$ cat config.mk
export PLATFORM = sky130hd
export DESIGN_NAME = flash_status_error_enable_regs
export DESIGN_NICKNAME = d
export VERILOG_FILES = /design/src/flash_stat_pkg.sv /design/src/flash_status_error_enable_regs.sv
export SDC_FILE = /design/constraint.sdc
export NUM_CORES = 1
export LEC_CHECK = 0
export ABC_AREA = 1
export BUFFER_PORTS_ARGS = -buffer_cell sky130_fd_sc_hd__buf_2
export CORE_AREA = 5 5 84 94
export CTS_BUF_LIST = sky130_fd_sc_hd__clkbuf_4
export CTS_CLUSTER_SIZE = 12
export DETAILED_ROUTE_END_ITERATION = 16
export DIE_AREA = 0 0 89 99
export GPL_TIMING_DRIVEN = 0
export PLACE_DENSITY = 0.68
export SKIP_CTS_REPAIR_TIMING = 1
export SLEW_MARGIN = 10
export SYNTH_ARGS = -nofsm -noshare
export SYNTH_HDL_FRONTEND = slang
export SYNTH_SLANG_ARGS = --single-unit
$ cat constraint.sdc
create_clock -name CLK_SYS -period 1.25 [get_ports CLK_SYS]
set_input_delay 0.0625 -clock CLK_SYS [delete_from_list [all_inputs] [get_ports CLK_SYS]]
set_output_delay 0.0625 -clock CLK_SYS [all_outputs]
set_load 0.1 [all_outputs]
$ cat src/flash_stat_pkg.sv
/*
 flash status and fault interrupt enable register bank: shared constants and types.
 assumes: used by the register bank top and by the testbench.
*/
package flash_stat_pkg;

    // register indices as printed; byte address is four times the index
    localparam logic [3:0] IDX_FAULT_IRQ_ENABLE = 4'h5;
    localparam logic [3:0] IDX_FLASH_STATUS = 4'h6;
    localparam logic [3:0] IDX_FAULT_STATUS = 4'h7;
    localparam logic [3:0] IDX_CONFIG = 4'h4;
    localparam logic [3:0] IDX_IRQ_STATUS = 4'h8;
    localparam logic [3:0] IDX_IRQ_MASK = 4'h9;
    localparam logic [7:0] ADDR_FAULT_IRQ_ENABLE = {2'b00, IDX_FAULT_IRQ_ENABLE, 2'b00};
    localparam logic [7:0] ADDR_FLASH_STATUS = {2'b00, IDX_FLASH_STATUS, 2'b00};
    localparam logic [7:0] ADDR_FAULT_STATUS = {2'b00, IDX_FAULT_STATUS, 2'b00};
    localparam logic [7:0] ADDR_CONFIG = {2'b00, IDX_CONFIG, 2'b00};
    localparam logic [7:0] ADDR_IRQ_STATUS = {2'b00, IDX_IRQ_STATUS, 2'b00};
    localparam logic [7:0] ADDR_IRQ_MASK = {2'b00, IDX_IRQ_MASK, 2'b00};

    // field positions
    localparam int BIT_SINGLE_FAULT = 0;
    localparam int BIT_DOUBLE_FAULT = 1;
    localparam int BIT_BUSY = 3;
    localparam int BIT_PROT_VIOL = 4;
    localparam int BIT_ACC_ERR = 5;
    localparam int BIT_CMD_COMPLETE = 7;
    localparam int BIT_SUPPRESS_SF = 4;

    // reset values
    localparam logic [7:0] RST_FAULT_IRQ_ENABLE = 8'h00;
    localparam logic [1:0] RST_COMPLETION = 2'b00;
    localparam logic [7:0] RST_CONFIG = 8'h00;
    localparam logic [2:0] RST_IRQ_MASK = 3'b000;

    localparam logic [1:0] RESP_OKAY = 2'b00;
    localparam logic [1:0] RESP_SLVERR = 2'b10;

    // events from the flash core
    typedef struct packed {
        logic cmd_done;
        logic acc_err;
        logic prot_viol;
        logic double_fault;
        logic single_fault;
        logic array_read_invalid;
        logic [1:0] completion;
    } core_event_s;

    typedef enum logic [1:0] {
        CMD_IDLE,
        CMD_BUSY
    } cmd_state_e;

endpackage

$ cat src/flash_status_error_enable_regs.sv
/*
 flash status and fault interrupt enable registers with an axi4-lite slave.
 assumes: core event inputs come from logic on CLK_SYS and are one-cycle pulses;
 the command engine takes CMD_LAUNCH and later pulses cmd_done.
*/
`timescale 1ns/10ps
module flash_status_error_enable_regs (
    // clock and reset
    input wire logic CLK_SYS,
    input wire logic RST_N,
    // axi4-lite write
    input wire logic [7:0] S_AXI_AWADDR,
    input wire logic S_AXI_AWVALID,
    output logic S_AXI_AWREADY,
    input wire logic [31:0] S_AXI_WDATA,
    input wire logic [3:0] S_AXI_WSTRB,
    input wire logic S_AXI_WVALID,
    output logic S_AXI_WREADY,
    output logic [1:0] S_AXI_BRESP,
    output logic S_AXI_BVALID,
    input wire logic S_AXI_BREADY,
    // axi4-lite read
    input wire logic [7:0] S_AXI_ARADDR,
    input wire logic S_AXI_ARVALID,
    output logic S_AXI_ARREADY,
    output logic [31:0] S_AXI_RDATA,
    output logic [1:0] S_AXI_RRESP,
    output logic S_AXI_RVALID,
    input wire logic S_AXI_RREADY,
    // flash core events
    input wire flash_stat_pkg::core_event_s CORE_EVT,
    input wire logic INIT_DONE,
    input wire logic [1:0] INIT_COMPLETION,
    // command engine
    output logic CMD_LAUNCH,
    output logic SEQ_ALLOWED,
    output logic BUSY,
    // interrupts
    output logic IRQ_CMD_COMPLETE,
    output logic IRQ_DOUBLE_FAULT,
    output logic IRQ_SINGLE_FAULT,
    output logic IRQ
);

    logic [7:0] aw_addr_reg, wb;
    logic aw_have_reg, w_have_reg, wr_go, bvalid_reg, rvalid_reg;
    logic awready_reg, wready_reg, arready_reg;
    logic [31:0] w_data_reg, rdata_reg, rdata_next;
    logic [3:0] w_strb_reg;
    logic [1:0] rresp_reg, bresp_reg, bresp_next, rresp_next;

    logic [1:0] fault_irq_enable_reg, completion_status_bits_reg;
    logic [7:0] config_reg, flash_status;
    logic cmd_complete_flag_reg, access_error_flag_reg, protection_violation_flag_reg;
    logic double_fault_flag_reg, single_fault_flag_reg, launch_req, init_seen_reg;
    logic [2:0] irq_status_reg, irq_mask_reg;
    flash_stat_pkg::cmd_state_e cmd_state_reg;

    // write channel capture
    assign wr_go = aw_have_reg && w_have_reg && !bvalid_reg;
    assign wb = w_strb_reg[0] ? w_data_reg[7:0] : 8'h00;

    always_ff @(posedge CLK_SYS) begin
        if (!RST_N) begin
            aw_have_reg <= 1'b0;
            awready_reg <= 1'b1;
            aw_addr_reg <= 8'h00;
        end else if (S_AXI_AWVALID && !aw_have_reg) begin
            aw_have_reg <= 1'b1;
            awready_reg <= 1'b0;
            aw_addr_reg <= S_AXI_AWADDR;
        end else if (wr_go) begin
            aw_have_reg <= 1'b0;
            awready_reg <= 1'b1;
        end
    end

    always_ff @(posedge CLK_SYS) begin
        if (!RST_N) begin
            w_have_reg <= 1'b0;
            wready_reg <= 1'b1;
            w_data_reg <= 32'h0000_0000;
            w_strb_reg <= 4'h0;
        end else if (S_AXI_WVALID && !w_have_reg) begin
            w_have_reg <= 1'b1;
            wready_reg <= 1'b0;
            w_data_reg <= S_AXI_WDATA;
            w_strb_reg <= S_AXI_WSTRB;
        end else if (wr_go) begin
            w_have_reg <= 1'b0;
            wready_reg <= 1'b1;
        end
    end

    always_comb begin
        if (aw_addr_reg == flash_stat_pkg::ADDR_FAULT_IRQ_ENABLE ||
            aw_addr_reg == flash_stat_pkg::ADDR_FLASH_STATUS ||
            aw_addr_reg == flash_stat_pkg::ADDR_FAULT_STATUS ||
            aw_addr_reg == flash_stat_pkg::ADDR_CONFIG ||
            aw_addr_reg == flash_stat_pkg::ADDR_IRQ_STATUS ||
            aw_addr_reg == flash_stat_pkg::ADDR_IRQ_MASK) begin
            bresp_next = flash_stat_pkg::RESP_OKAY;
        end else begin
            bresp_next = flash_stat_pkg::RESP_SLVERR;
        end
    end

    always_ff @(posedge CLK_SYS) begin
        if (!RST_N) begin
            bvalid_reg <= 1'b0;
            bresp_reg <= flash_stat_pkg::RESP_OKAY;
        end else if (wr_go) begin
            bvalid_reg <= 1'b1;
            bresp_reg <= bresp_next;
        end else if (S_AXI_BREADY) begin
            bvalid_reg <= 1'b0;
        end
    end

    assign S_AXI_AWREADY = awready_reg;
    assign S_AXI_WREADY = wready_reg;
    assign S_AXI_BVALID = bvalid_reg;
    assign S_AXI_BRESP = bresp_reg;

    function automatic logic wr_hit(input logic [7:0] a);
        wr_hit = wr_go && aw_addr_reg == a && w_strb_reg[0];
    endfunction

    // enable and config registers
    always_ff @(posedge CLK_SYS) begin
        if (!RST_N) begin
            fault_irq_enable_reg <= flash_stat_pkg::RST_FAULT_IRQ_ENABLE[1:0];
        end else if (wr_hit(flash_stat_pkg::ADDR_FAULT_IRQ_ENABLE)) begin
            fault_irq_enable_reg <= wb[1:0];
        end
    end

    always_ff @(posedge CLK_SYS) begin
        if (!RST_N) begin
            config_reg <= flash_stat_pkg::RST_CONFIG;
        end else if (wr_hit(flash_stat_pkg::ADDR_CONFIG)) begin
            config_reg <= {wb[7], 2'b00, wb[4], 4'h0};
        end
    end

    // command launch
    assign launch_req = wr_hit(flash_stat_pkg::ADDR_FLASH_STATUS) &&
        wb[flash_stat_pkg::BIT_CMD_COMPLETE] && cmd_complete_flag_reg &&
        !access_error_flag_reg && !protection_violation_flag_reg &&
        !(wb[flash_stat_pkg::BIT_ACC_ERR] || wb[flash_stat_pkg::BIT_PROT_VIOL]) ?
        1'b1 : 1'b0;

    always_ff @(posedge CLK_SYS) begin
        if (!RST_N) begin
            cmd_state_reg <= flash_stat_pkg::CMD_IDLE;
            cmd_complete_flag_reg <= 1'b1;
        end else begin
            case (cmd_state_reg)
                flash_stat_pkg::CMD_IDLE: begin
                    if (launch_req) begin
                        cmd_state_reg <= flash_stat_pkg::CMD_BUSY;
                        cmd_complete_flag_reg <= 1'b0;
                    end
                end
                default: begin
                    if (CORE_EVT.cmd_done || CORE_EVT.acc_err || CORE_EVT.prot_viol) begin
                        cmd_state_reg <= flash_stat_pkg::CMD_IDLE;
                        cmd_complete_flag_reg <= 1'b1;
                    end
                end
            endcase
        end
    end

    // sticky error flags, set wins over clear
    always_ff @(posedge CLK_SYS) begin
        if (!RST_N) begin
            access_error_flag_reg <= 1'b0;
            protection_violation_flag_reg <= 1'b0;
        end else begin
            if (CORE_EVT.acc_err) begin
                access_error_flag_reg <= 1'b1;
            end else if (wr_hit(flash_stat_pkg::ADDR_FLASH_STATUS) &&
                         wb[flash_stat_pkg::BIT_ACC_ERR]) begin
                access_error_flag_reg <= 1'b0;
            end
            if (CORE_EVT.prot_viol) begin
                protection_violation_flag_reg <= 1'b1;
            end else if (wr_hit(flash_stat_pkg::ADDR_FLASH_STATUS) &&
                         wb[flash_stat_pkg::BIT_PROT_VIOL]) begin
                protection_violation_flag_reg <= 1'b0;
            end
        end
    end

    // completion status, loaded once by the reset-time init sequence, cleared on launch, reloaded on cmd_done
    always_ff @(posedge CLK_SYS) begin
        if (!RST_N) begin
            completion_status_bits_reg <= flash_stat_pkg::RST_COMPLETION;
            init_seen_reg <= 1'b0;
        end else if (INIT_DONE && !init_seen_reg) begin
            init_seen_reg <= 1'b1;
            completion_status_bits_reg <= INIT_COMPLETION;
        end else if (launch_req) begin
            completion_status_bits_reg <= flash_stat_pkg::RST_COMPLETION;
        end else if (CORE_EVT.cmd_done) begin
            completion_status_bits_reg <= CORE_EVT.completion;
        end
    end

    // ecc fault flags
    always_ff @(posedge CLK_SYS) begin
        if (!RST_N) begin
            double_fault_flag_reg <= 1'b0;
            single_fault_flag_reg <= 1'b0;
        end else begin
            if (CORE_EVT.double_fault || CORE_EVT.array_read_invalid) begin
                double_fault_flag_reg <= 1'b1;
            end else if (wr_hit(flash_stat_pkg::ADDR_FAULT_STATUS) &&
                         wb[flash_stat_pkg::BIT_DOUBLE_FAULT]) begin
                double_fault_flag_reg <= 1'b0;
            end
            if (!config_reg[flash_stat_pkg::BIT_SUPPRESS_SF] &&
                (CORE_EVT.single_fault || CORE_EVT.array_read_invalid)) begin
                single_fault_flag_reg <= 1'b1;
            end else if (wr_hit(flash_stat_pkg::ADDR_FAULT_STATUS) &&
                         wb[flash_stat_pkg::BIT_SINGLE_FAULT]) begin
                single_fault_flag_reg <= 1'b0;
            end
        end
    end

    // status byte, busy mirrors command state
    assign flash_status = {cmd_complete_flag_reg, 1'b0, access_error_flag_reg,
        protection_violation_flag_reg, !cmd_complete_flag_reg, 1'b0,
        completion_status_bits_reg};

    // interrupt outputs
    always_ff @(posedge CLK_SYS) begin
        if (!RST_N) begin
            IRQ_CMD_COMPLETE <= 1'b0;
            IRQ_DOUBLE_FAULT <= 1'b0;
            IRQ_SINGLE_FAULT <= 1'b0;
        end else begin
            IRQ_CMD_COMPLETE <= cmd_complete_flag_reg && config_reg[7];
            IRQ_DOUBLE_FAULT <= double_fault_flag_reg &&
                fault_irq_enable_reg[flash_stat_pkg::BIT_DOUBLE_FAULT];
            IRQ_SINGLE_FAULT <= single_fault_flag_reg &&
                fault_irq_enable_reg[flash_stat_pkg::BIT_SINGLE_FAULT];
        end
    end

    // sticky event status, write one to clear; mask gates IRQ
    always_ff @(posedge CLK_SYS) begin
        if (!RST_N) begin
            irq_status_reg <= 3'b000;
            irq_mask_reg <= flash_stat_pkg::RST_IRQ_MASK;
            IRQ <= 1'b0;
        end else begin
            irq_status_reg <= (irq_status_reg &
                ~(wr_hit(flash_stat_pkg::ADDR_IRQ_STATUS) ? wb[2:0] : 3'b000)) |
                {CORE_EVT.cmd_done, CORE_EVT.acc_err, CORE_EVT.prot_viol};
            if (wr_hit(flash_stat_pkg::ADDR_IRQ_MASK)) begin
                irq_mask_reg <= wb[2:0];
            end
            IRQ <= |(irq_status_reg & irq_mask_reg);
        end
    end

    always_ff @(posedge CLK_SYS) begin
        if (!RST_N) begin
            CMD_LAUNCH <= 1'b0;
            SEQ_ALLOWED <= 1'b0;
            BUSY <= 1'b0;
        end else begin
            CMD_LAUNCH <= launch_req;
            SEQ_ALLOWED <= !protection_violation_flag_reg && cmd_complete_flag_reg;
            BUSY <= !cmd_complete_flag_reg;
        end
    end

    // read channel
    always_comb begin
        rresp_next = flash_stat_pkg::RESP_OKAY;
        if (S_AXI_ARADDR == flash_stat_pkg::ADDR_FAULT_IRQ_ENABLE) begin
            rdata_next = {30'h0000_0000, fault_irq_enable_reg};
        end else if (S_AXI_ARADDR == flash_stat_pkg::ADDR_FLASH_STATUS) begin
            rdata_next = {24'h00_0000, flash_status};
        end else if (S_AXI_ARADDR == flash_stat_pkg::ADDR_FAULT_STATUS) begin
            rdata_next = {30'h0000_0000, double_fault_flag_reg, single_fault_flag_reg};
        end else if (S_AXI_ARADDR == flash_stat_pkg::ADDR_CONFIG) begin
            rdata_next = {24'h00_0000, config_reg};
        end else if (S_AXI_ARADDR == flash_stat_pkg::ADDR_IRQ_STATUS) begin
            rdata_next = {29'h0000_0000, irq_status_reg};
        end else if (S_AXI_ARADDR == flash_stat_pkg::ADDR_IRQ_MASK) begin
            rdata_next = {29'h0000_0000, irq_mask_reg};
        end else begin
            rdata_next = 32'h0000_0000;
            rresp_next = flash_stat_pkg::RESP_SLVERR;
        end
    end

    always_ff @(posedge CLK_SYS) begin
        if (!RST_N) begin
            rvalid_reg <= 1'b0;
            arready_reg <= 1'b1;
            rdata_reg <= 32'h0000_0000;
            rresp_reg <= flash_stat_pkg::RESP_OKAY;
        end else if (S_AXI_ARVALID && !rvalid_reg) begin
            rvalid_reg <= 1'b1;
            arready_reg <= 1'b0;
            rdata_reg <= rdata_next;
            rresp_reg <= rresp_next;
        end else if (S_AXI_RREADY) begin
            rvalid_reg <= 1'b0;
            arready_reg <= 1'b1;
        end
    end

    assign S_AXI_ARREADY = arready_reg;
    assign S_AXI_RVALID = rvalid_reg;
    assign S_AXI_RDATA = rdata_reg;
    assign S_AXI_RRESP = rresp_reg;

    // checks
    property p_double_irq;
        @(posedge CLK_SYS) disable iff (!RST_N)
        double_fault_flag_reg && fault_irq_enable_reg[1] |=> IRQ_DOUBLE_FAULT;
    endproperty
    a_double_irq: assert property (p_double_irq) else $error("double irq missing");

    property p_single_irq_off;
        @(posedge CLK_SYS) disable iff (!RST_N)
        !fault_irq_enable_reg[0] |=> !IRQ_SINGLE_FAULT;
    endproperty
    a_single_irq_off: assert property (p_single_irq_off) else $error("single irq leak");

    property p_launch_clears;
        @(posedge CLK_SYS) disable iff (!RST_N)
        launch_req |=> !cmd_complete_flag_reg ##1 BUSY;
    endproperty
    a_launch_clears: assert property (p_launch_clears) else $error("launch not seen");

    property p_acc_blocks;
        @(posedge CLK_SYS) disable iff (!RST_N)
        access_error_flag_reg && cmd_complete_flag_reg |=> cmd_complete_flag_reg;
    endproperty
    a_acc_blocks: assert property (p_acc_blocks) else $error("launch under error");

    property p_acc_set;
        @(posedge CLK_SYS) disable iff (!RST_N)
        CORE_EVT.acc_err |=> access_error_flag_reg;
    endproperty
    a_acc_set: assert property (p_acc_set) else $error("access error lost");

    property p_prot_hold;
        @(posedge CLK_SYS) disable iff (!RST_N)
        protection_violation_flag_reg && !(wr_hit(flash_stat_pkg::ADDR_FLASH_STATUS)
            && wb[4]) |=> protection_violation_flag_reg;
    endproperty
    a_prot_hold: assert property (p_prot_hold) else $error("violation dropped");

    property p_busy;
        @(posedge CLK_SYS) disable iff (!RST_N)
        BUSY == !$past(cmd_complete_flag_reg);
    endproperty
    a_busy: assert property (p_busy) else $error("busy mismatch");

    property p_double_set;
        @(posedge CLK_SYS) disable iff (!RST_N)
        CORE_EVT.double_fault |=> double_fault_flag_reg;
    endproperty
    a_double_set: assert property (p_double_set) else $error("double fault lost");

    c_launch: cover property (@(posedge CLK_SYS) disable iff (!RST_N)
        launch_req ##[1:50] cmd_complete_flag_reg);
    c_acc: cover property (@(posedge CLK_SYS) disable iff (!RST_N) CORE_EVT.acc_err);
    c_irq: cover property (@(posedge CLK_SYS) disable iff (!RST_N) IRQ_DOUBLE_FAULT);

endmodule

Word-level counts from Yosys, hierarchy flattened
Cells that the tools add are included.
{"block": "totals", "regBits": 87, "inputBits": 70}
{"block": "op_classes", "eq_ne": 13, "muxes": 45, "bitwise": 4, "n_reduce_logical": 65}
{"operator": "$eq 8x5->1 const B", "count": 8}
{"operator": "$mux 8", "count": 5}
{"operator": "$eq 8x6->1 const B", "count": 4}
{"operator": "$logic_and 1x1->1", "count": 32}
{"operator": "$mux 2", "count": 13}
{"operator": "$mux 1", "count": 24}
{"operator": "$reduce_bool 2->1", "count": 9}
{"operator": "$logic_not 1->1", "count": 10}
{"operator": "$logic_or 1x1->1", "count": 10}
{"operator": "$mux 3", "count": 3}
{"operator": "$and 3x3->3", "count": 2}
{"operator": "$not 3->3", "count": 1}
{"operator": "$or 3x3->3", "count": 1}
{"operator": "$reduce_bool 3->1", "count": 1}
{"operator": "$reduce_or 3->1", "count": 1}
{"operator": "$logic_not 2->1", "count": 1}
{"operator": "$ne 2x2->1 const B", "count": 1}
{"operator": "$reduce_and 2->1", "count": 1}

Longest topological paths before layout
Gate-level depths: netlist of run 1.
{"block": "depth", "ltp_word": 12, "mapped_depth": 9, "ltp_nobuf": 9}

Worst setup path after synthesis of run 1
Ideal clock, no wire load.
{"block": "synth_timing", "path_kind": "register to register", "start": "reg bvalid_reg (netlist: S_AXI_BVALID)", "end": "reg fault_irq_enable_reg[0]", "setup_ns": 0.117, "t_arrival_ns": 1.705, "required_time_ns": 1.133, "path_slack_ns": -0.572, "stages_incl_launch_ff": 8, "period_less_slack_ns": 1.822, "path_cell_list": "dfxtp_1 inv_1 nand4_4 nor2_1 nand2_1 clkinv_1 o21ai_1 a21oi_1"}
{"block": "synth_via", "elab_chain_cells": 4}
{"element": "start, declared", "line_no": "flash_status_error_enable_regs.sv:46", "text": "logic aw_have_reg, w_have_reg, wr_go, bvalid_reg, rvalid_reg;"}
{"element": "start signal, assigned", "line_no": "flash_status_error_enable_regs.sv:110", "text": "bvalid_reg <= 1'b0;"}
{"element": "start signal, assigned", "line_no": "flash_status_error_enable_regs.sv:113", "text": "bvalid_reg <= 1'b1;"}
{"element": "start signal, assigned", "line_no": "flash_status_error_enable_regs.sv:116", "text": "bvalid_reg <= 1'b0;"}
{"element": "$logic_not 1->1", "line_no": "flash_status_error_enable_regs.sv:60", "text": "assign wr_go = aw_have_reg && w_have_reg && !bvalid_reg;"}
{"element": "$logic_and 1x1->1", "line_no": "flash_status_error_enable_regs.sv:60"}
{"element": "$logic_and 1x1->1 (2 in series)", "line_no": "flash_status_error_enable_regs.sv:126", "text": "wr_hit = wr_go && aw_addr_reg == a && w_strb_reg[0];"}
{"element": "end signal, assigned", "line_no": "flash_status_error_enable_regs.sv:132", "text": "fault_irq_enable_reg <= flash_stat_pkg::RST_FAULT_IRQ_ENABLE[1:0];"}
{"element": "end signal, assigned", "line_no": "flash_status_error_enable_regs.sv:134", "text": "fault_irq_enable_reg <= wb[1:0];"}
{"element": "end, declared", "line_no": "flash_status_error_enable_regs.sv:52", "text": "logic [1:0] fault_irq_enable_reg, completion_status_bits_reg;"}
Every way passes these cells.
A chain may end at the register's enable or synchronous reset.

Worst setup path after layout of run 1
{"block": "layout_timing", "start": "reg aw_addr_reg[6]", "end": "reg irq_mask_reg[2]"}
{"block": "layout_via", "elab_chain_cells": 3}
{"element": "start, declared", "line_no": "flash_status_error_enable_regs.sv:45", "text": "logic [7:0] aw_addr_reg, wb;"}
{"element": "start signal, assigned", "line_no": "flash_status_error_enable_regs.sv:67", "text": "aw_addr_reg <= 8'h00;"}
{"element": "start signal, assigned", "line_no": "flash_status_error_enable_regs.sv:71", "text": "aw_addr_reg <= S_AXI_AWADDR;"}
{"element": "$eq 8x6->1", "line_no": "flash_status_error_enable_regs.sv:126"}
{"element": "$logic_and 1x1->1 (2 in series)", "line_no": "flash_status_error_enable_regs.sv:126"}
{"element": "end signal, assigned", "line_no": "flash_status_error_enable_regs.sv:257", "text": "irq_mask_reg <= flash_stat_pkg::RST_IRQ_MASK;"}
{"element": "end signal, assigned", "line_no": "flash_status_error_enable_regs.sv:264", "text": "irq_mask_reg <= wb[2:0];"}
{"element": "end, declared", "line_no": "flash_status_error_enable_regs.sv:56", "text": "logic [2:0] irq_status_reg, irq_mask_reg;"}
Every way passes these cells.

==> results.tsv, run 1 <==
metric	value	unit
cts_made_buffers	9	
groute.usage.overall	0.152	
grt_setup_unrepaired	yes	
worst_r2r_path_depth	7	
final-setup-viol-count	9	
worst-slew-pin-transition	0.501	ns
critPathLaunch	aw_addr_reg[6]	
post-route-period-util	1.06	
reg2reg_setup_slack	-0.08	ns
crit_required	1.52	ns
slew_violations	0	
root_buffer	clkbuf_4	
worstSkewPairLatency	0.39	ns
timing.critical_path.slowest_cell_delay	0.35	ns
rows	32	
core_region_area	6850	µm²
signal_arrival_time_at_the_worst_endpoint	1.60	ns
vias_in_the_first_global_route	2325	
design.portCount	118	
crit_slowest_cell	dfxtp_1	
clock_transition_at_the_registers_of_the_reported_paths	0.09	ns
routed-via-count	2638	
number_of_antenna_violations_at_the_first_check_in_global_routing	0	
final_standard_cell_count_with_taps_included_and_fillers_excluded	586	
finalClockSkew	0.00897	ns
finalNetCount	566	
insertedDiodeCount	0	
number_of_max_cap_violations	0	
cts_max_level	3	
crit_path_max_fanout	5	
dr.pass1.iters	4	
drt_wl_total	6950	µm
drc	0	
setup.worst_path.class	register to register	
detail_route.iter0.violations	107	
max_slew_margin	0.666	
initial_core_util	0.388	
grt_start_max_net_pins	11	
port-buffer-count	61	
fin_total_pwr	4.37	mW
cp_cell_instances	nor2_4 > nand2_2 > nor2_2 > nand2_2 > nor2_4 > buf_6 > a211oi_2	
clock_tree_from_tritoncts	built	
post_route_cells_drive_above_1_share	0.341	
outcome	finished with violations	
fin_util	0.560	
die_height	99	µm
period_needed	1.33	ns
postLayoutSetupSlackWorst	-0.0777	ns
number_of_flip_flops_in_the_largest_register	8	
global_route_wire_length_before_repair	10400	µm
worstSetupStartpointType	register	
ys_ff_latch	57	
fin_worst_hold_slack	-0.0424	ns
r2r-start	aw_addr_reg[6]	
max-vdd-ir-drop	0.978	mV
worst_r2r_endpoint	irq_mask_reg[2]	
power_per_cell_area	1140	nW/µm²
unique_masters_post_synth	30	
numPlacedInstances	533	
die_area	8810	µm²
grt_overflow	0	
routed_wire_length_per_instance	11.9	µm
area.growth.synth_to_final	44.5	%
gp_congestion	0.843	
clock_sink_count	57	
die-width	89	µm
timing.fmax	0.753	GHz
synth_cells	361	
synth-seq-area-share	0.430	
setup.worst_path.end	irq_mask_reg[2]	
clock_tree.buffer_depth	2	
synth.avg_cell_area	7.35	µm²
critical_path.endpoint_type	register	
violations	negative hold slack, negative setup slack	
mappedNetlistArea	2660	µm²
postRouteAntennaNets	0	
final_hold_viol_count	2	
yosysWarningCount	0	
hp-class	primary input to register	
fillers	635	
leakage	1.78	nW
routed_via_density	4.50	
hpwl	5030	µm
[synth_stat cells]
cell type / n / area share
nand2_1: 62 / 0.088
dfxtp_1: 57 / 0.43
nor2_1: 57 / 0.081
inv_1: 34 / 0.048
buf_4: 28 / 0.079
a21oi_1: 24 / 0.045
nand3_1: 21 / 0.040
o21ai_0: 21 / 0.040
nor2_2: 10 / 0.024
o21ai_1: 7 / 0.013
a31oi_1: 4 / 0.0094
buf_2: 4 / 0.0075
nand2_2: 4 / 0.0094
a211oi_2: 3 / 0.014
clkbuf_1: 3 / 0.0042
nor2_4: 3 / 0.013
a211oi_1: 2 / 0.0057
clkinv_1: 2 / 0.0028
inv_2: 2 / 0.0028
nand4_1: 2 / 0.0047
o21bai_1: 2 / 0.0057
a21boi_1: 1 / 0.0028
a32o_1: 1 / 0.0038
conb_1: 1 / 0.0014
nand3_2: 1 / 0.0038
nand4_4: 1 / 0.0080
nor3_1: 1 / 0.0019
nor3_2: 1 / 0.0038
nor3_4: 1 / 0.0061
o31ai_1: 1 / 0.0028
[critical path, delay by kind of cell (launching register included)]
family,cells,cell delay (ns)
AO/OA/AOI/OAI,1,0.05
buffers and inverters,1,0.14
flip-flops,1,0.35
AND/OR/NAND/NOR,5,0.69
[area by class of cell]
type | instances | area [µm²] | share of cell area
well taps | 85 | 106 | 0.0277
clock inverters | 5 | 46.3 | 0.0121
repair inverters | 1 | 5.00 | 0.00130
repair buffers | 97 | 699 | 0.182
multi-input cells | 257 | 1350 | 0.351
flip-flops and latches | 57 | 1160 | 0.302
clock buffers | 11 | 82.6 | 0.0215
inverters | 38 | 146 | 0.0381
plain buffers | 35 | 245 | 0.0639
[cell families after synthesis]
group | share of synthesized area
other | 0.00141
buffers and inverters | 0.145
flip-flops | 0.430
AND/OR/NAND/NOR | 0.282
AO/OA/AOI/OAI | 0.142
[worst min path at each step]
| stage | from | endpoint | slack, ns | cells after the start |
|---|---|---|---|---|
| after global routing | S_AXI_AWADDR[4] | aw_addr_reg[4] | 0.002 | 3 |
| after floorplan | INIT_DONE | init_seen_reg | 0.18 | 2 |
| after CTS | S_AXI_WDATA[7] | w_data_reg[7] | -0.13 | 3 |
| after detailed placement | S_AXI_AWADDR[6] | aw_addr_reg[6] | 0.29 | 3 |
| after global placement | S_AXI_AWADDR[6] | aw_addr_reg[6] | 0.28 | 3 |
| final | S_AXI_AWADDR[2] | aw_addr_reg[2] | -0.04 | 3 |
[per-stage QoR]
step | area [µm²] | worst slack (ns) | TNS (ns)
2_1_floorplan | 2760 | 0.000399 | 0
3_3_place_gp | 3180 | -0.0383 | -0.200
3_5_place_dp | 3180 | -0.0592 | -0.272
4_1_cts | 3300 | -0.0911 | -0.527
5_1_grt | 3840 | -0.153 | -1.51
6_report | 3840 | -0.0777 | -0.365
[per-layer routing]
metal  up-vias  track usage  routed length, µm
met5         -            0                  0
met4         0       0.0630                132
met3        12       0.0510                516
met2        87        0.238               3490
met1      1157        0.189               2810
li1       1382            -                  -
[report_power, final]
group | leakage (nW) | switching [mW] | internal [mW]
clock | 0.0734 | 0.636 | 0.634
sequential | 0.472 | 0.0695 | 1.90
combinational | 1.24 | 0.807 | 0.323
[cell usage in the layout (no fill, tap or decap), types with 2 or more instances in the layout]
cell type,instances
a211oi_1,2
a211oi_2,3
a21oi_1,23
a31oi_1,4
buf_2,48
buf_4,35
buf_6,2
clkbuf_1,3
clkbuf_4,28
clkinv_1,4
conb_1,27
dfxtp_1,48
dfxtp_2,6
dfxtp_4,3
dlygate4sd3_1,26
inv_1,33
inv_2,3
nand2_1,57
nand2_2,7
nand2_4,2
nand3_1,19
nand3_4,2
nand4_1,2
nor2_1,51
nor2_2,9
nor2_4,10
nor3_4,2
o21ai_0,17
o21ai_1,8
o21ai_2,3
o21bai_1,2
Note: power is estimated with default switching activity, not from simulation.
==> run 2: changes to the inputs <==
--- a/config.mk
+++ b/config.mk
@@ -8,7 +8,7 @@
 export ABC_AREA = 1
 export BUFFER_PORTS_ARGS = -buffer_cell sky130_fd_sc_hd__buf_2
 export CORE_AREA = 5 5 84 94
-export CTS_BUF_LIST = sky130_fd_sc_hd__clkbuf_4
+export CTS_BUF_LIST = sky130_fd_sc_hd__clkbuf_8
 export CTS_CLUSTER_SIZE = 12
 export DETAILED_ROUTE_END_ITERATION = 16
 export DIE_AREA = 0 0 89 99
==> results.tsv, run 2 (synthesis gave the netlist of run 1 again) <==
metric	value	unit	change
setup.worst_path.class	register to register		
number_of_antenna_violations_at_the_first_check_in_global_routing	0		unchanged
most_common_cell_after_layout_fill_and_taps_aside	buf_2		
grt_start_max_net_pins	11		unchanged
numPlacedInstances	533		unchanged
clock_tree.buffer_depth	2		unchanged
cts_max_level	3		unchanged
vias_in_the_first_global_route	2306		-0.82%
routed-via-count	2585		-2.0%
grtUsageMet2	0.243		+0.00514
gp_congestion	0.843		unchanged
finalInstanceArea	3680	µm²	-4.1%
crit_path_max_fanout	5		unchanged
period_needed	1.26	ns	-0.0668 ns
hpwl	5030	µm	unchanged
final_hold_viol_count	2		unchanged
post_route_cells_drive_above_1_share	0.354		+0.0127
drc	0		unchanged
global_route.usage.met1	0.193		+0.00371
routed_wire_length_per_instance	12.0	µm	+1.4%
global_route_wire_length_before_repair	10500	µm	+1.3%
fin_worst_hold_slack	-0.0405	ns	+0.00188 ns
clock_transition_at_the_registers_of_the_reported_paths	0.07	ns	-0.02 ns
ff_latch_area	1160	µm²	+0.22%
postLayoutSetupSlackWorst	-0.0109	ns	+0.0668 ns
crit_required	1.46	ns	-0.06 ns
worst_r2r_path_depth	7		unchanged
die-width	89	µm	unchanged
hp-class	primary input to register		
grt_overflow	0		unchanged
clock_tree_from_tritoncts	built		
timing.fmax	0.793	GHz	+5.3%
violations	negative hold slack, negative setup slack		
max-vdd-ir-drop	1.12	mV	+14%
worst-slew-pin-transition	0.502	ns	+0.000412 ns
grt_most_used_layer	met2		
postPlaceCellArea	3180	µm²	unchanged
grt_setup_unrepaired	yes		
cpLargestDelayFamily	simple AND/OR/NAND/NOR gates		
initial_core_util	0.388		unchanged
cp.buffers_inverters	1		unchanged
signal_arrival_time_at_the_worst_endpoint	1.48	ns	-0.12 ns
routed_via_density	4.55		+1.1%
slew_violations	0		unchanged
postRouteAntennaNets	0		unchanged
fillers	646		+1.7%
clock_sink_count	57		unchanged
power_per_cell_area	1310	nW/µm²	+15%
number_of_flip_flops_in_the_largest_register	8		unchanged
dr.pass1.iters	4		unchanged
cp_cell_instances	nor2_4 > nand2_2 > nor2_2 > nand2_2 > nor2_4 > buf_6 > a211oi_2		
worstSetupStartpointType	register		
rows	32		unchanged
groute.usage.overall	0.154		+0.00256
outcome	finished with violations		
crit_slowest_cell	dfxtp_2		
finalClockSkew	0.00705	ns	-0.00192 ns
core_region_area	6850	µm²	unchanged
area_of_the_multi_input_gates	1330	µm²	-1.1%
leakage	1.75	nW	-1.8%
post-route-period-util	1.01		-0.0535
insertedDiodeCount	0		unchanged
worstSkewPairLatency	0.33	ns	-0.06 ns
detail_route.iter0.violations	112		+4.7%
path_depth	7		unchanged
die_area	8810	µm²	unchanged
final-setup-viol-count	4		-5
gr_met3_demand_resource	0.0393		-0.0117
area.growth.synth_to_final	38.5	%	
finalNetCount	548		-3.2%
design.portCount	118		unchanged
final_standard_cell_count_with_taps_included_and_fillers_excluded	568		-3.1%
port-buffer-count	61		unchanged
die_height	99	µm	unchanged
number_of_max_cap_violations	0		unchanged
root_buffer	clkbuf_8		
cts_made_buffers	9		unchanged
mostFrequentLayoutCells	buf_2 (65), nand2_1 (58), nor2_1 (51)		
timing.critical_path.slowest_cell_delay	0.34	ns	about the same
drt_wl_total	6830	µm	-1.7%
max_slew_margin	0.665		about the same
worstHoldPathCells	3		unchanged
critical_path.endpoint_type	register		
run 2: cell types whose count changed in the layout (fill, tap and decap cells not counted), moves of 2 or more:
cell,previous run,this run
dfxtp_2,6,8
dfxtp_1,48,46
clkbuf_4,28,0
dlygate4sd3_1,26,10
clkbuf_8,0,12
buf_2,48,65
clkinv_1,4,1
run 2: worst register-to-register path: cells and delay by family, from the launching register on:
family,cells,cell delay (ns)
compound gates,1,0.05
buf+inv,1,0.13
flops,1,0.34
simple gates,5,0.63
run 2: per-stage QoR:
step / setup WS [ns] / power (mW) / util / setup TNS (ns) / hold WS, ns
floorplan: 0.000399 / 2.80 / - / 0 / 0.178
global placement: -0.0383 / 2.96 / 0.464 / -0.200 / 0.285
detailed placement: -0.0592 / 2.97 / 0.464 / -0.272 / 0.291
CTS: -0.0785 / 4.74 / 0.494 / -0.411 / -0.0639
global route: -0.0827 / 5.03 / 0.537 / -0.856 / 0.000386
finish: -0.0109 / 4.82 / 0.537 / -0.0298 / -0.0405
run 2: report_power, final:
part           total [mW]  internal (mW)  switching (mW)
Sequential           1.98           1.91          0.0700
Clock                1.78           1.07           0.710
Combinational        1.07          0.276           0.793
Total                4.82           3.25            1.57
run 2: worst paths after layout:
check,start,end,slack (ns)
setup / recovery,aw_addr_reg[6],irq_mask_reg[2],-0.01
hold / removal,S_AXI_WVALID,w_have_reg,-0.04
setup reg to reg,aw_addr_reg[6],irq_mask_reg[2],-0.01
hold reg to reg,S_AXI_WREADY,S_AXI_WREADY,0.45
run 2: layout make-up:
type | instances | share of cell area
Buffer | 35 | 0.0667
Clock buffer | 12 | 0.0449
Clock inverter | 4 | 0.0116
Inverter | 38 | 0.0405
Multi-Input combinational cell | 257 | 0.362
Sequential cell | 57 | 0.316
Tap cell | 85 | 0.0289
Timing Repair Buffer | 80 | 0.130
run 2: routing by layer:
layer,wire [µm],part of all wire,vias up
li1,-,-,1342
met1,2820,0.41,1147
met2,3360,0.49,83
met3,505,0.074,13
met4,144,0.021,0
met5,0,0,-
==> run 3: changes to the inputs <==
==> constraint.sdc (replaced) <==
create_clock -name CLK_SYS -period 1.25 [get_ports CLK_SYS]
set_input_delay 0.25 -clock CLK_SYS [delete_from_list [all_inputs] [get_ports CLK_SYS]]
set_output_delay 0.25 -clock CLK_SYS [all_outputs]
set_load 0.1 [all_outputs]
==> results.tsv, run 3 (synthesis gave the netlist of run 1 again) <==
metric	value	unit	change
met2WireLength	3350	µm	-0.45%
pwr-share-comb	0.221		about the same
clock_sink_count	57		unchanged
die_area	8810	µm²	unchanged
max-vdd-ir-drop	1.04	mV	-7.0%
mostFrequentLayoutCells	nand2_1 (58), nor2_1 (50), dfxtp_1 (46), buf_4 (46), buf_2 (44)		
finalInstanceArea	3660	µm²	-0.51%
clock_tree.buffer_depth	2		unchanged
fin_total_pwr	4.82	mW	about the same
place_worst_setup_slack	-0.106	ns	-0.0464 ns
number_of_flip_flops_in_the_largest_register	8		unchanged
final_hold_viol_count	0		-2
finalNetCount	538		-1.8%
cp.buffers_inverters	1		unchanged
post-route-period-util	1.04		+0.0266
timing.critical_path.slowest_cell_delay	0.36	ns	+0.02 ns
root_buffer	clkbuf_8		
clock_tree_from_tritoncts	built		
numPlacedInstances	533		unchanged
power_per_cell_area	1320	nW/µm²	+0.50%
post_route_cells_drive_above_1_share	0.366		+0.0117
postLayoutSetupSlackWorst	-0.0441	ns	-0.0332 ns
routed-wl-met3	501	µm	-0.79%
vias_in_the_first_global_route	2306		unchanged
grt_start_max_net_pins	11		unchanged
fin_util	0.535		-0.00274
finalClockSkew	0.00879	ns	+0.00175 ns
routed_wire_length_per_instance	12.3	µm	+2.0%
switching_power_as_a_share_of_total_power	0.327		+0.000550
crit_path_max_fanout	4		-1
routed-via-count	2559		-1.0%
initial_core_util	0.388		unchanged
die_height	99	µm	unchanged
worst_r2r_path_depth	6		-1
drc	0		unchanged
worstSkewPairLatency	0.34	ns	about the same
grt_overflow	0		unchanged
final_standard_cell_count_with_taps_included_and_fillers_excluded	558		-1.8%
leakage	1.72	nW	-2.0%
cts_max_level	3		unchanged
cp_cell_instances	inv_4 > nand4_4 > nor2_2 > nand4_1 > o21ai_2 > a21oi_2		
die-width	89	µm	unchanged
setup.worst_path.end	single_fault_flag_reg		
postPlaceCellArea	3180	µm²	unchanged
global_route_wire_length_before_repair	10500	µm	unchanged
rows	32		unchanged
area.growth.synth_to_final	37.8	%	
timing.fmax	0.773	GHz	-2.6%
power.switching	1.58	mW	+0.16%
worst_r2r_endpoint	single_fault_flag_reg		
insertedDiodeCount	0		unchanged
dr.pass1.iters	4		unchanged
reg2reg_setup_slack	-0.04	ns	-0.03 ns
worstSetupStartpointType	register		
slew_violations	0		unchanged
gp_congestion	0.843		unchanged
r2r-start	S_AXI_BVALID		
routedLengthMet1	2830	µm	+0.57%
port-buffer-count	61		unchanged
crit_slowest_cell	dfxtp_4		
cpLargestDelayFamily	simple AND/OR/NAND/NOR gates		
clock_power_share	0.368		about the same
grt_setup_unrepaired	yes		
worst-slew-pin-transition	0.517	ns	+0.0153 ns
violations	negative setup slack		
signal_arrival_time_at_the_worst_endpoint	1.50	ns	+0.02 ns
final-setup-viol-count	5		+1
drt_wl_total	6840	µm	+0.21%
seq_power_share	0.411		about the same
clock_transition_at_the_registers_of_the_reported_paths	0.07	ns	about the same
cts_made_buffers	9		unchanged
crit_required	1.46	ns	about the same
outcome	finished with violations		
number_of_max_cap_violations	0		unchanged
core_region_area	6850	µm²	unchanged
design.portCount	118		unchanged
routed_via_density	4.59		+0.77%
p_int	3.25	mW	about the same
critPathLaunch	S_AXI_BVALID		
hp-class	primary input to register		
postRouteAntennaNets	0		unchanged
most_common_cell_after_layout_fill_and_taps_aside	nand2_1		
path_depth	6		-1
setup.worst_path.class	register to register		
hpwl	5030	µm	unchanged
period_needed	1.29	ns	+0.0332 ns
groute.usage.overall	0.154		unchanged
number_of_antenna_violations_at_the_first_check_in_global_routing	0		unchanged
detail_route.iter0.violations	118		+5.4%
top_layer_used	met4		
max_slew_margin	0.655		-0.0102
critical_path.endpoint_type	register		
==> run 3: cell types whose count changed in the layout (fill, tap and decap cells not counted), moves of 4 or more <==
cell and change:
buf_6 +6, dlygate4sd3_1 -10, buf_2 -21, clkbuf_4 +4
buf_4 +11
==> run 3: worst min-delay path by stage <==
stage	startpoint	end	slack, ns	cells past startpoint
after floorplan	INIT_DONE	init_seen_reg	0.37	2
after global placement	S_AXI_WREADY	S_AXI_WREADY	0.44	2
after detailed placement	S_AXI_AWREADY	S_AXI_AWREADY	0.44	2
after CTS	S_AXI_AWADDR[6]	aw_addr_reg[6]	0.12	3
after global routing	S_AXI_WSTRB[0]	w_strb_reg[0]	0.14	3
final	S_AXI_AWADDR[6]	aw_addr_reg[6]	0.13	3
==> run 3: routing by layer <==
metal / vias up / track usage
met5: - / 0
met4: 0 / 0.0779
met3: 15 / 0.0393
met2: 92 / 0.243
met1: 1133 / 0.193
li1: 1319 / -
==> run 3: power groups by stage <==
stage	Combinational [mW]	Sequential [mW]	Clock, mW
2_1_floorplan	0.671	2.13	0
3_3_place_gp	0.958	2.00	0
3_5_place_dp	0.964	2.01	0
4_1_cts	0.967	1.97	1.81
5_1_grt	1.14	1.99	1.90
6_report	1.07	1.98	1.78
==> run 3: worst min-delay path, cell delays in order <==
cell and delay (ns):
buf_2 0.07, nor2_1 0.03, nor2_1 0.08
==> run 3: cell type report <==
| cell class | instances | area, µm² |
|---|---|---|
| Fill cell | 670 | 3190 |
| Multi-Input combinational cell | 257 | 1340 |
| Sequential cell | 57 | 1160 |
| Timing Repair Buffer | 70 | 452 |
| Buffer | 35 | 245 |
| Clock buffer | 12 | 165 |
| Inverter | 38 | 149 |
| Tap cell | 85 | 106 |
| Clock inverter | 4 | 42.5 |
==> run 3: through the flow <==
step	TNS (ns)	hold WS, ns
finish	-0.0985	0.132
global route	-0.913	0.144
CTS	-2.45	0.124
detailed placement	-1.12	0.440
global placement	-0.789	0.436
floorplan	0	0.366
